### config.mk
export PLATFORM = sky130hd
export DESIGN_NAME = fep_top
export DESIGN_NICKNAME = d
export VERILOG_FILES = /design/src/shared/fep_pkg.sv /design/src/shared/fep_nv_if.sv /design/src/verilog/fep_nv_cells.sv /design/src/verilog/fep_top.sv
export VERILOG_INCLUDE_DIRS = /design/src /design/src/shared
export SDC_FILE = /design/constraint.sdc
export NUM_CORES = 1
export LEC_CHECK = 0
export BUFFER_PORTS_ARGS = -buffer_cell sky130_fd_sc_hd__buf_2
export CORE_ASPECT_RATIO = 1.75
export CORE_MARGIN = 2
export CORE_UTILIZATION = 58
export CTS_BUF_LIST = sky130_fd_sc_hd__clkbuf_4 sky130_fd_sc_hd__clkbuf_8
export CTS_CLUSTER_DIAMETER = 30
export DETAILED_ROUTE_END_ITERATION = 8
export PLACE_DENSITY = 0.82
export SYNTH_ARGS = -nofsm -noshare
export SYNTH_HDL_FRONTEND = slang
export SYNTH_SLANG_ARGS = --single-unit
### constraint.sdc
create_clock -name clock -period 4.45 [get_ports clock]
set_input_delay 0 -clock clock [delete_from_list [all_inputs] [get_ports clock]]
set_output_delay 0 -clock clock [all_outputs]
set_load 0.005 [all_outputs]
### src/shared/fep_defs.svh
// Constants of the flash error and protection block.
// Assumes one 125 MHz clock and 16-bit register words.
// Contract
// Registers valid only while lock flag low
// Error flags commit when bank busy clears
// Bit 0 set on any write/setup error
// Bit 1 set on erase cell failure
// Bit 2 set on program cell failure
// Bit 3 on one-over-zero, not guard bits
// Bit 6 on invalid setup, no operation
// Bit 7 on bad resume, operation aborted
// Bit 8 on protected sector, others proceed
// Fuses read once at reset into volatiles
// All protections active until fuses loaded
// Set-protection refused when running from flash
// Fuse bits only go one to zero
// Write guard zero blocks sector writes
// Access guard blocks non-flash data access
// Debug guard zero disables test interface
// Disable fuse zero, reenable one: unguarded
// Disable fuse 0 needs debug, access zero
// Disable fuse x needs reenable x-1 zero
// Reenable zero, next disable one: guarded
// Reenable fuse x needs disable x zero
// Temporary unguard bit suspends access guard
// Denied read gives dummy data, trap
// Set-protection with ones lifts volatile guard
// Clear leaves others; set beats clear
`ifndef FEP_DEFS_SVH
`define FEP_DEFS_SVH

// ****************************************
// Error flag positions
// ****************************************
`define FEP_ERR_WRITE 0
`define FEP_ERR_ERASE 1
`define FEP_ERR_PROG 2
`define FEP_ERR_ONE0 3
`define FEP_ERR_SEQ 6
`define FEP_ERR_RES 7
`define FEP_ERR_GUARD_HIT 8
`define FEP_ERR_MASK 16'h01cf

// ****************************************
// Register indices and fuse layout
// ****************************************
`define FEP_IDX_ERR 3'h0
`define FEP_IDX_WGUARD 3'h1
`define FEP_IDX_ACC 3'h2
`define FEP_IDX_DIS 3'h3
`define FEP_IDX_REN 3'h4
`define FEP_IDX_TEMP 3'h5
`define FEP_NV_WGUARD 2'h0
`define FEP_NV_ACC 2'h1
`define FEP_NV_DIS 2'h2
`define FEP_NV_REN 2'h3
`define FEP_NV_LAST 2'h3
`define FEP_BIT_ACC 0
`define FEP_BIT_DBG 1
`define FEP_NV_ERASED 16'hffff
`define FEP_WORD_ZERO 16'h0000
`define FEP_TRAP_VECTOR 16'h009b

`endif

### src/shared/fep_pkg.sv
// Types of the flash error and protection block.
// Assumes fep_defs.svh supplies the numbers.
package fep_pkg;
    typedef enum logic [1:0] {
        FEP_ST_ISSUE = 2'b00,
        FEP_ST_CAPTURE = 2'b01,
        FEP_ST_RUN = 2'b11
    } fep_state_t;
    typedef logic [1:0] fep_nv_idx_t;
    typedef logic [15:0] fep_word_t;
endpackage : fep_pkg

### src/shared/fep_nv_if.sv
// Link between the protection logic and its fuse cells.
// Assumes one clock; read data arrive one cycle after the read.
interface fep_nv_if;
    logic we;
    logic re;
    fep_pkg::fep_nv_idx_t addr;
    fep_pkg::fep_word_t wdata;
    fep_pkg::fep_word_t rdata;
    modport owner (output we, output re, output addr, output wdata, input rdata);
    modport cells (input we, input re, input addr, input wdata, output rdata);
endinterface : fep_nv_if

### src/verilog/fep_nv_cells.sv
// Four one-time-programmable fuse words with registered read.
// Assumes fuse_por only at power-up; rst leaves the fuses alone.
`include "fep_defs.svh"
module fep_nv_cells
(
    input wire logic clock,
    input wire logic fuse_por,
    fep_nv_if.cells nv
);
    fep_pkg::fep_word_t cell_q [4];
    fep_pkg::fep_word_t rdata_q;

    // Cells only ever lose ones; erased state is all ones
    always_ff @(posedge clock or posedge fuse_por)
    begin
        if (fuse_por)
        begin
            for (int i = 0; i < 4; i++)
                cell_q[i] <= `FEP_NV_ERASED;
        end
        else if (nv.we)
            cell_q[nv.addr] <= cell_q[nv.addr] & nv.wdata;
    end

    always_ff @(posedge clock or posedge fuse_por)
    begin
        if (fuse_por)
            rdata_q <= `FEP_WORD_ZERO;
        else if (nv.re)
            rdata_q <= cell_q[nv.addr];
    end

    assign nv.rdata = rdata_q;
endmodule : fep_nv_cells

### src/verilog/fep_top.sv
// Error flags and fuse protection of the embedded flash.
// Assumes a sequencer that reports events and a core on the 16-bit register port.
`include "fep_defs.svh"
module fep_top
(
    input wire logic clock,
    input wire logic rst,
    input wire logic fuse_por,
    input wire logic lock_flag,
    input wire logic bank_busy_flag,
    input wire logic exec_from_flash,
    input wire logic reg_rd,
    input wire logic reg_wr,
    input wire logic [2:0] reg_idx,
    input wire logic [15:0] reg_wdata,
    output logic [15:0] reg_rdata_q,
    output logic reg_rvalid_q,
    input wire logic ev_write_err,
    input wire logic ev_erase_fail,
    input wire logic ev_program_fail,
    input wire logic ev_setup_fault,
    input wire logic ev_resume_fault,
    input wire logic prog_check,
    input wire logic [31:0] prog_old,
    input wire logic [31:0] prog_new,
    input wire logic prog_to_guard,
    input wire logic op_start,
    input wire logic [7:0] op_sector_req,
    output logic [7:0] sector_allowed_q,
    output logic resume_abort_q,
    input wire logic setprot_req,
    input wire logic [1:0] setprot_sel,
    input wire logic [15:0] setprot_data,
    input wire logic data_req,
    input wire logic data_wr,
    output logic data_denied_q,
    output logic [15:0] data_dummy_q,
    output logic sw_trap_q,
    output logic [15:0] trap_vector_q,
    output logic test_if_enable_q,
    output logic guards_loaded_q
);
    fep_nv_if nv ();

    fep_nv_cells u_cells
    (
        .clock(clock),
        .fuse_por(fuse_por),
        .nv(nv)
    );

    // ****************************************
    // Fuse bit that may be cleared now
    // ****************************************
    function automatic logic [15:0] fep_clear_ok(input logic [1:0] sel,
                                                 input logic [15:0] acc,
                                                 input logic [15:0] dis,
                                                 input logic [15:0] ren);
        logic [15:0] ok;
        ok = `FEP_NV_ERASED;
        if (sel == `FEP_NV_DIS)
        begin
            ok[0] = ~acc[`FEP_BIT_ACC] & ~acc[`FEP_BIT_DBG];
            ok[15:1] = ~ren[14:0];
        end
        else if (sel == `FEP_NV_REN)
            ok = ~dis;
        return ok;
    endfunction : fep_clear_ok

    fep_pkg::fep_state_t state_q;
    fep_pkg::fep_state_t state_d;
    logic [1:0] load_idx_q;
    logic [15:0] wguard_vol_q;
    logic [15:0] wguard_nv_q;
    logic [15:0] acc_vol_q;
    logic [15:0] dis_vol_q;
    logic [15:0] ren_vol_q;
    logic temp_unguard_q;
    logic [15:0] err_q;
    logic [15:0] err_d;
    logic [15:0] pend_q;
    logic [15:0] pend_d;

    // ****************************************
    // Fuse load after reset
    // ****************************************
    wire loaded = (state_q == fep_pkg::FEP_ST_RUN);
    wire load_last = (load_idx_q == `FEP_NV_LAST);

    always_comb
    begin
        state_d = state_q;
        case (state_q)
            fep_pkg::FEP_ST_ISSUE: state_d = fep_pkg::FEP_ST_CAPTURE;
            fep_pkg::FEP_ST_CAPTURE:
                state_d = load_last ? fep_pkg::FEP_ST_RUN : fep_pkg::FEP_ST_ISSUE;
            default: state_d = fep_pkg::FEP_ST_RUN;
        endcase
    end

    // ****************************************
    // Protection decisions
    // ****************************************
    logic [15:0] chain_open;
    always_comb
    begin
        for (int x = 0; x < 16; x++)
        begin
            // Disable x with reenable x intact means unguarded; the next pair
            // only matters once reenable x is blown
            chain_open[x] = ~dis_vol_q[x] & ren_vol_q[x];
        end
    end
    wire guard_off = |chain_open;
    wire acc_guard = ~loaded
        | (~acc_vol_q[`FEP_BIT_ACC] & ~temp_unguard_q & ~guard_off);
    wire access_blocked = acc_guard & ~exec_from_flash;
    wire [7:0] sector_open = loaded ? wguard_vol_q[7:0] : 8'h00;
    wire debug_open = loaded & acc_vol_q[`FEP_BIT_DBG];

    // ****************************************
    // Set-protection operation
    // ****************************************
    wire sp_go = setprot_req & loaded & ~exec_from_flash;
    wire sp_from_flash = setprot_req & exec_from_flash;
    wire [15:0] sp_cur = (setprot_sel == `FEP_NV_WGUARD) ? wguard_nv_q :
                         (setprot_sel == `FEP_NV_ACC) ? acc_vol_q :
                         (setprot_sel == `FEP_NV_DIS) ? dis_vol_q : ren_vol_q;
    wire [15:0] sp_ok = fep_clear_ok(setprot_sel, acc_vol_q, dis_vol_q, ren_vol_q);
    wire [15:0] sp_want = ~setprot_data & sp_cur;
    wire [15:0] sp_refused = sp_want & ~sp_ok;
    wire [15:0] sp_new = sp_cur & ~(sp_want & sp_ok);
    wire sp_fault = sp_from_flash | (sp_go & |sp_refused);

    // ****************************************
    // Error events
    // ****************************************
    wire one_over_zero = prog_check & ~prog_to_guard & |(prog_new & ~prog_old);
    wire wp_hit = op_start & loaded & |(op_sector_req & ~sector_open);
    wire wp_hit_early = op_start & ~loaded & |op_sector_req;
    logic [15:0] ev_now;
    always_comb
    begin
        ev_now = `FEP_WORD_ZERO;
        ev_now[`FEP_ERR_ERASE] = ev_erase_fail;
        ev_now[`FEP_ERR_PROG] = ev_program_fail;
        ev_now[`FEP_ERR_ONE0] = one_over_zero;
        ev_now[`FEP_ERR_SEQ] = ev_setup_fault | sp_fault;
        ev_now[`FEP_ERR_RES] = ev_resume_fault;
        ev_now[`FEP_ERR_GUARD_HIT] = wp_hit | wp_hit_early;
        ev_now[`FEP_ERR_WRITE] = ev_write_err | (|ev_now);
    end

    // Flags gather while busy and land together when busy drops
    wire commit = ~bank_busy_flag;
    wire [15:0] err_set = commit ? (pend_q | ev_now) : `FEP_WORD_ZERO;
    assign pend_d = commit ? `FEP_WORD_ZERO : (pend_q | ev_now);

    // ****************************************
    // Register port
    // ****************************************
    wire reg_ok = ~lock_flag & ~access_blocked;
    // Guarded flash refuses register writes; the unguard bit is the way back
    wire wr_ok = reg_wr & ~lock_flag & ~acc_guard;
    wire wr_err = wr_ok & (reg_idx == `FEP_IDX_ERR);
    wire wr_temp = reg_wr & ~lock_flag & exec_from_flash & (reg_idx == `FEP_IDX_TEMP);
    wire [15:0] err_clr = wr_err ? (reg_wdata & `FEP_ERR_MASK) : `FEP_WORD_ZERO;
    assign err_d = ((err_q & ~err_clr) | err_set) & `FEP_ERR_MASK;

    logic [15:0] rd_word;
    always_comb
    begin
        if (reg_idx == `FEP_IDX_ERR)
            rd_word = err_q;
        else if (reg_idx == `FEP_IDX_WGUARD)
            rd_word = wguard_nv_q;
        else if (reg_idx == `FEP_IDX_ACC)
            rd_word = acc_vol_q;
        else if (reg_idx == `FEP_IDX_DIS)
            rd_word = dis_vol_q;
        else if (reg_idx == `FEP_IDX_REN)
            rd_word = ren_vol_q;
        else if (reg_idx == `FEP_IDX_TEMP)
            rd_word = {15'h0000, temp_unguard_q};
        else
            rd_word = `FEP_WORD_ZERO;
    end

    // ****************************************
    // Fuse cell port
    // ****************************************
    assign nv.re = (state_q == fep_pkg::FEP_ST_ISSUE);
    assign nv.we = sp_go;
    assign nv.addr = sp_go ? setprot_sel : load_idx_q;
    assign nv.wdata = sp_new;

    // ****************************************
    // State
    // ****************************************
    always_ff @(posedge clock or posedge rst)
    begin
        if (rst)
        begin
            state_q <= fep_pkg::FEP_ST_ISSUE;
            load_idx_q <= 2'h0;
        end
        else
        begin
            state_q <= state_d;
            if (state_q == fep_pkg::FEP_ST_CAPTURE)
                load_idx_q <= load_idx_q + 2'h1;
        end
    end

    // Volatile copies; guard words reset to zero, disable and reenable words to all ones: guarded, the safe value before the load
    always_ff @(posedge clock or posedge rst)
    begin
        if (rst)
        begin
            wguard_vol_q <= `FEP_WORD_ZERO;
            wguard_nv_q <= `FEP_WORD_ZERO;
            acc_vol_q <= `FEP_WORD_ZERO;
            dis_vol_q <= `FEP_NV_ERASED;
            ren_vol_q <= `FEP_NV_ERASED;
        end
        else if (state_q == fep_pkg::FEP_ST_CAPTURE)
        begin
            if (load_idx_q == `FEP_NV_WGUARD)
            begin
                wguard_vol_q <= nv.rdata;
                wguard_nv_q <= nv.rdata;
            end
            else if (load_idx_q == `FEP_NV_ACC)
                acc_vol_q <= nv.rdata;
            else if (load_idx_q == `FEP_NV_DIS)
                dis_vol_q <= nv.rdata;
            else
                ren_vol_q <= nv.rdata;
        end
        else if (sp_go)
        begin
            if (setprot_sel == `FEP_NV_WGUARD)
            begin
                // Ones lift the guard only here; the cells keep their zeros
                wguard_vol_q <= setprot_data;
                wguard_nv_q <= sp_new;
            end
            else if (setprot_sel == `FEP_NV_ACC)
                acc_vol_q <= sp_new;
            else if (setprot_sel == `FEP_NV_DIS)
                dis_vol_q <= sp_new;
            else
                ren_vol_q <= sp_new;
        end
    end

    always_ff @(posedge clock or posedge rst)
    begin
        if (rst)
        begin
            err_q <= `FEP_WORD_ZERO;
            pend_q <= `FEP_WORD_ZERO;
            temp_unguard_q <= 1'b0;
        end
        else
        begin
            err_q <= err_d;
            pend_q <= pend_d;
            if (wr_temp)
                temp_unguard_q <= reg_wdata[0];
        end
    end

    always_ff @(posedge clock or posedge rst)
    begin
        if (rst)
        begin
            reg_rdata_q <= `FEP_WORD_ZERO;
            reg_rvalid_q <= 1'b0;
            sector_allowed_q <= 8'h00;
            resume_abort_q <= 1'b0;
            data_denied_q <= 1'b0;
            data_dummy_q <= `FEP_WORD_ZERO;
            sw_trap_q <= 1'b0;
            trap_vector_q <= `FEP_WORD_ZERO;
            test_if_enable_q <= 1'b0;
            guards_loaded_q <= 1'b0;
        end
        else
        begin
            reg_rvalid_q <= reg_rd & reg_ok;
            reg_rdata_q <= (reg_rd & reg_ok) ? rd_word : `FEP_WORD_ZERO;
            if (op_start)
                sector_allowed_q <= op_sector_req & sector_open;
            resume_abort_q <= ev_resume_fault;
            data_denied_q <= data_req & access_blocked;
            data_dummy_q <= `FEP_WORD_ZERO;
            sw_trap_q <= data_req & ~data_wr & access_blocked;
            trap_vector_q <= (data_req & ~data_wr & access_blocked) ?
                             `FEP_TRAP_VECTOR : `FEP_WORD_ZERO;
            test_if_enable_q <= debug_open;
            guards_loaded_q <= loaded;
        end
    end
endmodule : fep_top

# --- Word-level counts from Yosys, hierarchy flattened ---
# Cells that the tools add are included.
classes:
  add_sub_neg: 1
  n_mul: 0
  n_div: 0
  magnitude_cmp: 2
  eq_ne: 22
  shifts: 0
  mux: 55
  n_bitwise: 93
  n_reduce_logical: 19
op_table:
  columns: ["cell", "n"]
  rows:
  - ["$mux W16", 41]
  - ["$and A16 B16 Y16", 5]
  - ["$bwmux W64", 1]
  - ["$not A16 Y16", 4]
  - ["$and A1 B1 Y1", 41]
  - ["$mux W8", 5]
  - ["$and A32 B32 Y32", 1]
  - ["$bmux W16 S2", 1]
  - ["$demux W16 S2", 1]
  - ["$not A32 Y32", 1]
  - ["$reduce_or A16 Y1", 2]
  - ["$reduce_or A32 Y1", 1]
  - ["$not A1 Y1", 27]
  - ["$mux W9", 2]
  - ["$and A8 B8 Y8", 2]
  - ["$or A16 B9 Y16", 1]
  - ["$reduce_or A8 Y1", 2]
  - ["$not A15 Y15", 1]
  - ["$reduce_and A7 Y1", 2]
  - ["$ne A2 B2 Y1 const B", 6]
  - ["$eq A2 B2 Y1 const B", 5]
  - ["$and A9 B9 Y9", 1]
  - ["$not A9 Y9", 1]
  - ["$or A9 B9 Y9", 1]
  - ["21 further kinds", 37]
word_totals:
  reg_bits: 218
  latchBits: 0
  mem_bits_rw: 0
  romBits: 0
  input_bits: 128
  out_inout_bits: 62
  wordCells: 216
  memories: 0

# --- Depth between registers and ports, before layout ---
logic_depth:
  depth_word: 15
  depth_mapped: 10
  ltp_nobuf: 6

# --- By module ---
# Synthesis repeated with hierarchy kept, for this count alone.
hier_totals:
  cells_unflattened: 980
  area_unflattened_um2: 10471.3
modules_own_cells:
  columns: ["module", "instances", "cells_per_inst", "area_per_inst_um2", "seq_area_each_um2"]
  rows:
  - ["fep_top", 1, 752, 7234.4, 3067.9]
  - ["fep_nv_cells", 1, 228, 3236.9, 2082.0]

# --- Worst setup path before layout ---
# No wires, ideal clock.
synth_timing:
  path_type: "register to register"
  from: "reg state_q[1]"
  to: "reg u_cells.rdata_q[15] (netlist: u_cells.nv.rdata[15])"
  setup_time_ns: 0.125
  arrival_ns: 1.960
  t_required_ns: 4.325
  path_slack_ns: 2.365
  path_stages_with_launch: 7
  path_buffers: 2
  period_less_slack_ns: 2.085
  path_cell_list: "dfrtp_1 > clkbuf_2 > nand4b_4 > mux2i_4 > buf_8 > mux4_2 > mux2_2"
synth_between:
  elab_chain_len: 8
  word_cells_on_any_way: 9
  cone_classes: "1 x eq/ne; 4 x mux; 3 x bitwise; 1 x reduce/logical"
synth_lines:
  columns: ["item", "line_no", "source"]
  rows:
  - ["start: declaration", "fep_top.sv:71", "fep_pkg::fep_state_t state_q;"]
  - ["start signal: assignment", "fep_top.sv:205", "state_q <= fep_pkg::FEP_ST_ISSUE;"]
  - ["start signal: assignment", "fep_top.sv:210", "state_q <= state_d;"]
  - ["$eq A2 B2 Y1", "fep_top.sv:88", "wire loaded = (state_q == fep_pkg::FEP_ST_RUN);"]
  - ["$and A1 B1 Y1 (2 in series)", "fep_top.sv:125", "wire sp_go = setprot_req & loaded & ~exec_from_flash;"]
  - ["$mux W2", "fep_top.sv:195", "assign nv.addr = sp_go ? setprot_sel : load_idx_q;"]
  - ["$not A2 Y3 (not written as such)", "fep_nv_cells.sv:30", "rdata_q <= cell_q[nv.addr];"]
  - ["$bmux W16 S2", "fep_nv_cells.sv:30", null]
  - ["$mux W16 (not written as such) (2 in series)", "fep_nv_cells.sv:30", null]
  - ["end signal: assignment", "fep_nv_cells.sv:28", "rdata_q <= `FEP_WORD_ZERO;"]
  - ["end signal: assignment", "fep_nv_cells.sv:30", null]
  - ["end: declaration", "fep_nv_cells.sv:11", "fep_pkg::fep_word_t rdata_q;"]
# Several ways; a longest one is shown, not always the timed one. The select of a mux whose other input is x is not followed.
# A chain may end at the register's enable or synchronous reset.

# --- Final worst setup path ---
layout_timing:
  from: "reg state_q[1]"
  to: "reg err_q[3]"
layout_between:
  elab_chain_len: 10
layout_lines:
  columns: ["item", "line_no", "source"]
  rows:
  - ["$eq A2 B2 Y1", "fep_top.sv:88", null]
  - ["$not A1 Y1", "fep_top.sv:116", "wire acc_guard = ~loaded"]
  - ["$or A1 B1 Y1", "fep_top.sv:116", null]
  - ["$not A1 Y1", "fep_top.sv:165", "wire wr_ok = reg_wr & ~lock_flag & ~acc_guard;"]
  - ["$and A1 B1 Y1", "fep_top.sv:165", null]
  - ["$and A1 B1 Y1", "fep_top.sv:166", "wire wr_err = wr_ok & (reg_idx == `FEP_IDX_ERR);"]
  - ["$mux W9 (no source line)", null, null]
  - ["$not A9 Y9", "fep_top.sv:169", "assign err_d = ((err_q & ~err_clr) | err_set) & `FEP_ERR_MASK;"]
  - ["$and A9 B9 Y9", "fep_top.sv:169", null]
  - ["$or A9 B9 Y9", "fep_top.sv:169", null]
  - ["net err_d[3]", "fep_top.sv:81", "logic [15:0] err_d;"]
  - ["end signal: assignment", "fep_top.sv:262", "err_q <= `FEP_WORD_ZERO;"]
  - ["end signal: assignment", "fep_top.sv:268", "err_q <= err_d;"]
  - ["end: declaration", "fep_top.sv:80", "logic [15:0] err_q;"]
# The timed path passes the listed nets, and every way through them passes these cells.

==> key figures <==
STA
  – Final WS setup: 1.46 ns
  – Final hold vios: 0
  – Setup violators final: 0
  – Post-route clock period utilization: 67.2%
  – Worst Clk Skew: 0.0134 ns
  – Max Clock Freq: 334 MHz
  – Setup TNS: 0 ns
  – Post-layout min period: 2.99 ns
  – Tightest Pin Transition: 1.29 ns
  – Max-slew violations: 0
  – RSZ-0062 raised after global routing: false
  – Slew margin rel.: 14.1%
  – Worst-case hold slack: 0.0290 ns

Route
  – Vias per cell: 5.89
  – Router iterations before antenna repair: 5
  – Drt drc: 0
  – Total number of vias: 8,509
  – Routed WL: 28.6 mm
  – DRT antenna net count: 0
  – WL/cell: 19.8 µm
  – DR iter-0 viols: 536

Global route
  – Vias in the first global route: 8,828
  – First-pass GRT wire length: 44.9 mm
  – Initial antenna violation count: 0
  – Total Routing Usage GR: 30.0%
  – Total grt overflow: 0
  – Largest net degree at the start of global routing: 81

Pwr
  – Seq pwr share: 48.0%
  – Gate power share: 11.5%
  – P_int: 3.06 mW
  – Lkg Pwr: 5.72 nW
  – Clock power share: 40.5%
  – VDD IR-drop max: 180 µV
  – Net switching power: 990 µW
  – PwrDens: 320 nW/µm²
  – Sw Ratio: 24.4%

Finish
  – Area growth syn-to-layout: 19.6%
  – # diodes: 0
  – Fillers: 1,230
  – Share of layout cells above drive strength 1: 36.8%
  – Layout Nets: 1,322
  – Fin util: 70.4%

Floorplanning
  – Row count: 65
  – Die Span Y: 183 µm
  – Core area: 18,000 µm²
  – Starting Density: 58.9%
  – Die Area: 19,400 µm²
  – Die width: 106 µm
  – Boundary pin count: 190

Clock tree
  – CTS tree: done
  – Worst skew pair latency: 0.55 ns
  – Post-cts sizing count: 0
  – CTS Hold Bufs: 66
  – Post-CTS Setup Bufs: 0
  – CTS buffer count: 29
  – Root Buffer: clkbuf_8
  – CTS sink count: 201
  – Clock Pin Slew Worst Setup and Hold Paths: 0.07 ns
  – Clock buffer depth: 3
  – # H-tree levels: 1

Synthesis
  – Largest family of logic cells by synthesized area: multiplexers
  – Async SR Flop Fraction: 100%
  – Syn_area_per_cell: 10.7 µm²
  – Mux cell area share after synthesis: 20.3%
  – Synth Area in Simple Gates: 13.2%
  – Top post-synthesis cells by area: dfrtp_1 (25%), dfstp_2 (24%), mux2_2 (9.9%), mux4_2 (6.6%), nand2_1 (5.1%)
  – Post-Synth Adder-Cell Area: 0.473%
  – Synth Area in XOR/XNOR: 0.0828%
  – Unique cell type count in the Yosys netlist: 55
  – Compound-Gate Fraction of Synth Area: 10.7%
  – Synth area leader: dfrtp_1
  – Seq/Total Area, Yosys: 48.7%
  – FF+latch count, synth: 201
  – EDFF count, synth: 0
  – Main synth FF type: dfrtp_1
  – Share of Yosys cell area claimed by the top area cell type: 24.8%
  – Post-Syn Area: 10,600 µm²
  – Post-Synthesis Cells: 985
  – Syn. warnings: 0

Min path
  – Hold WC Path Type: in2reg

Placed design
  – GP Congestion: 0.913
  – Dpl hpwl: 19.0 mm
  – Buffers on Ports: 153
  – Placement-stage worst setup slack: 1.58 ns

Status
  – Status: complete, no violations

Run
  – Max-cap viol count: 0

Setup path
  – Setup CP Type: reg2reg
  – CP most frequent cell: o21ai_0
  – CP Capture Type: flop
  – CP peak stage delay: 0.83 ns
  – Crit path DAT: 3.42 ns
  – Crit-path slowest cell: and2_0
  – Crit-path cells: and2_0 -> and4_1 -> o21ai_0 -> o21ai_0 -> o21ai_0 -> dlygate4sd3_1
  – Startpoint Class: flop
  – Worst EP required: 4.88 ns
  – Crit path max fanout: 14
==> routing by layer <==
metal  global-route usage (%)  vias to the layer above  share of wire (%)  routed length [µm]
met3                     4.36                      142                6.4                1830
met4                     24.6                        0                8.9                2560
met1                     31.1                     4078                 34                9740
met5                        0                        -                  0                   0
li1                         -                     3819                  -                   -
met2                     52.7                      470                 51               14500
==> critical path, delay by kind of cell, from the launching register on <==
family,cells,cell delay [ns]
compound gates,3,0.68
simple gates,2,1.14
buf+inv,1,0.56
flops,1,0.49
==> cell families (layout without fill, tap and decap cells) <==
group                    after synthesis  count (layout)
AO/OA/AOI/OAI                        186             186
other                                  1              27
AND/OR/NAND/NOR                      304             304
adder cells (fa/ha/maj)                4               4
XOR/XNOR                               1               1
buffers and inverters                135             335
flip-flops                           201             201
multiplexers                         153             153
==> cell type report <==
class | instances | area (µm²) | area share (%)
clock inverters | 8 | 116 | 0.920
well taps | 234 | 293 | 2.31
repair buffers | 231 | 1520 | 12.0
inverters | 52 | 198 | 1.56
flip-flops and latches | 201 | 5150 | 40.7
multi-input cells | 675 | 4840 | 38.2
clock buffers | 44 | 543 | 4.29
==> per-stage QoR <==
stage          area, µm²  std cells  power [mW]
2_1_floorplan      10700       1011        2.22
3_3_place_gp       11300       1327        2.35
3_5_place_dp       11300       1327        2.36
4_1_cts            12700       1445        4.04
5_1_grt            12700       1445        4.20
6_report           12700       1445        4.05
==> cell usage after synthesis, drive strengths merged (2+ instances only) <==
master and instances:
a31oi 11, dfrtp 105, or3 3, ha 4, nor3 8, a22oi 17
nor4 8, a21bo 2, o21ai 88, inv 51, o21a 12, nor2b 22
nand2 144, nand2b 28, a21oi 23, o2111ai 6, a311oi 2, buf 54
nand4 11, a2111oi 3, clkbuf 29, dfstp 96, nor2 66, mux4 37
a211oi 5, o22ai 10, nor3b 9, mux2 93, mux2i 23, a21boi 2
==> cell usage in the layout (no fill, tap or decap), drive strengths merged, types with 11 or more instances in the layout <==
cell	count
o21ai	88
nand2	144
dfrtp	105
inv	51
conb	27
mux2i	23
nand2b	28
nor2	66
dfstp	96
o21a	12
buf	165
clkbuf	44
dlygate4sd3	66
a31oi	11
mux4	37
a22oi	17
a21oi	23
mux2	93
nand4	11
nor2b	22
==> worst paths after layout <==
path                                        start                end  slack, ns  cells after the start
worst min register to register  u_cells.cell_q[7]  u_cells.cell_q[7]       0.46                      2
worst min-delay path                    lock_flag       reg_rvalid_q       0.03                      4
min in group asynchronous                     rst      data_denied_q       0.23                      3
max in group asynchronous                     rst       ren_vol_q[3]       3.07                      4
worst max-delay path                   state_q[1]           err_q[3]       1.46                      6
worst max register to register         state_q[1]           err_q[3]       1.46                      6
==> state kept, by name (all words and copies together), names as in the netlist <==
register / cells
reg_rdata_q: 16
state_q: 2
ren_vol_q: 16
err_q: 7
temp_unguard_q: 1
trap_vector_q: 1
dis_vol_q: 16
wguard_vol_q: 8
data_denied_q: 1
u_cells.nv.rdata: 16
sector_allowed_q: 8
reg_rvalid_q: 1
guards_loaded_q: 1
wguard_nv_q: 16
pend_q: 7
acc_vol_q: 16
u_cells.cell_q: 64
load_idx_q: 2
test_if_enable_q: 1
resume_abort_q: 1
==> power groups by stage <==
stage               logic (mW)  clock network, mW  registers (mW)
CTS                      0.453               1.65            1.94
floorplan                0.265                  0            1.95
detailed placement       0.390                  0            1.97
finish                   0.467               1.64            1.94
global route             0.505               1.75            1.95
global placement         0.383                  0            1.96
Note: power is estimated with default switching activity, not from simulation.
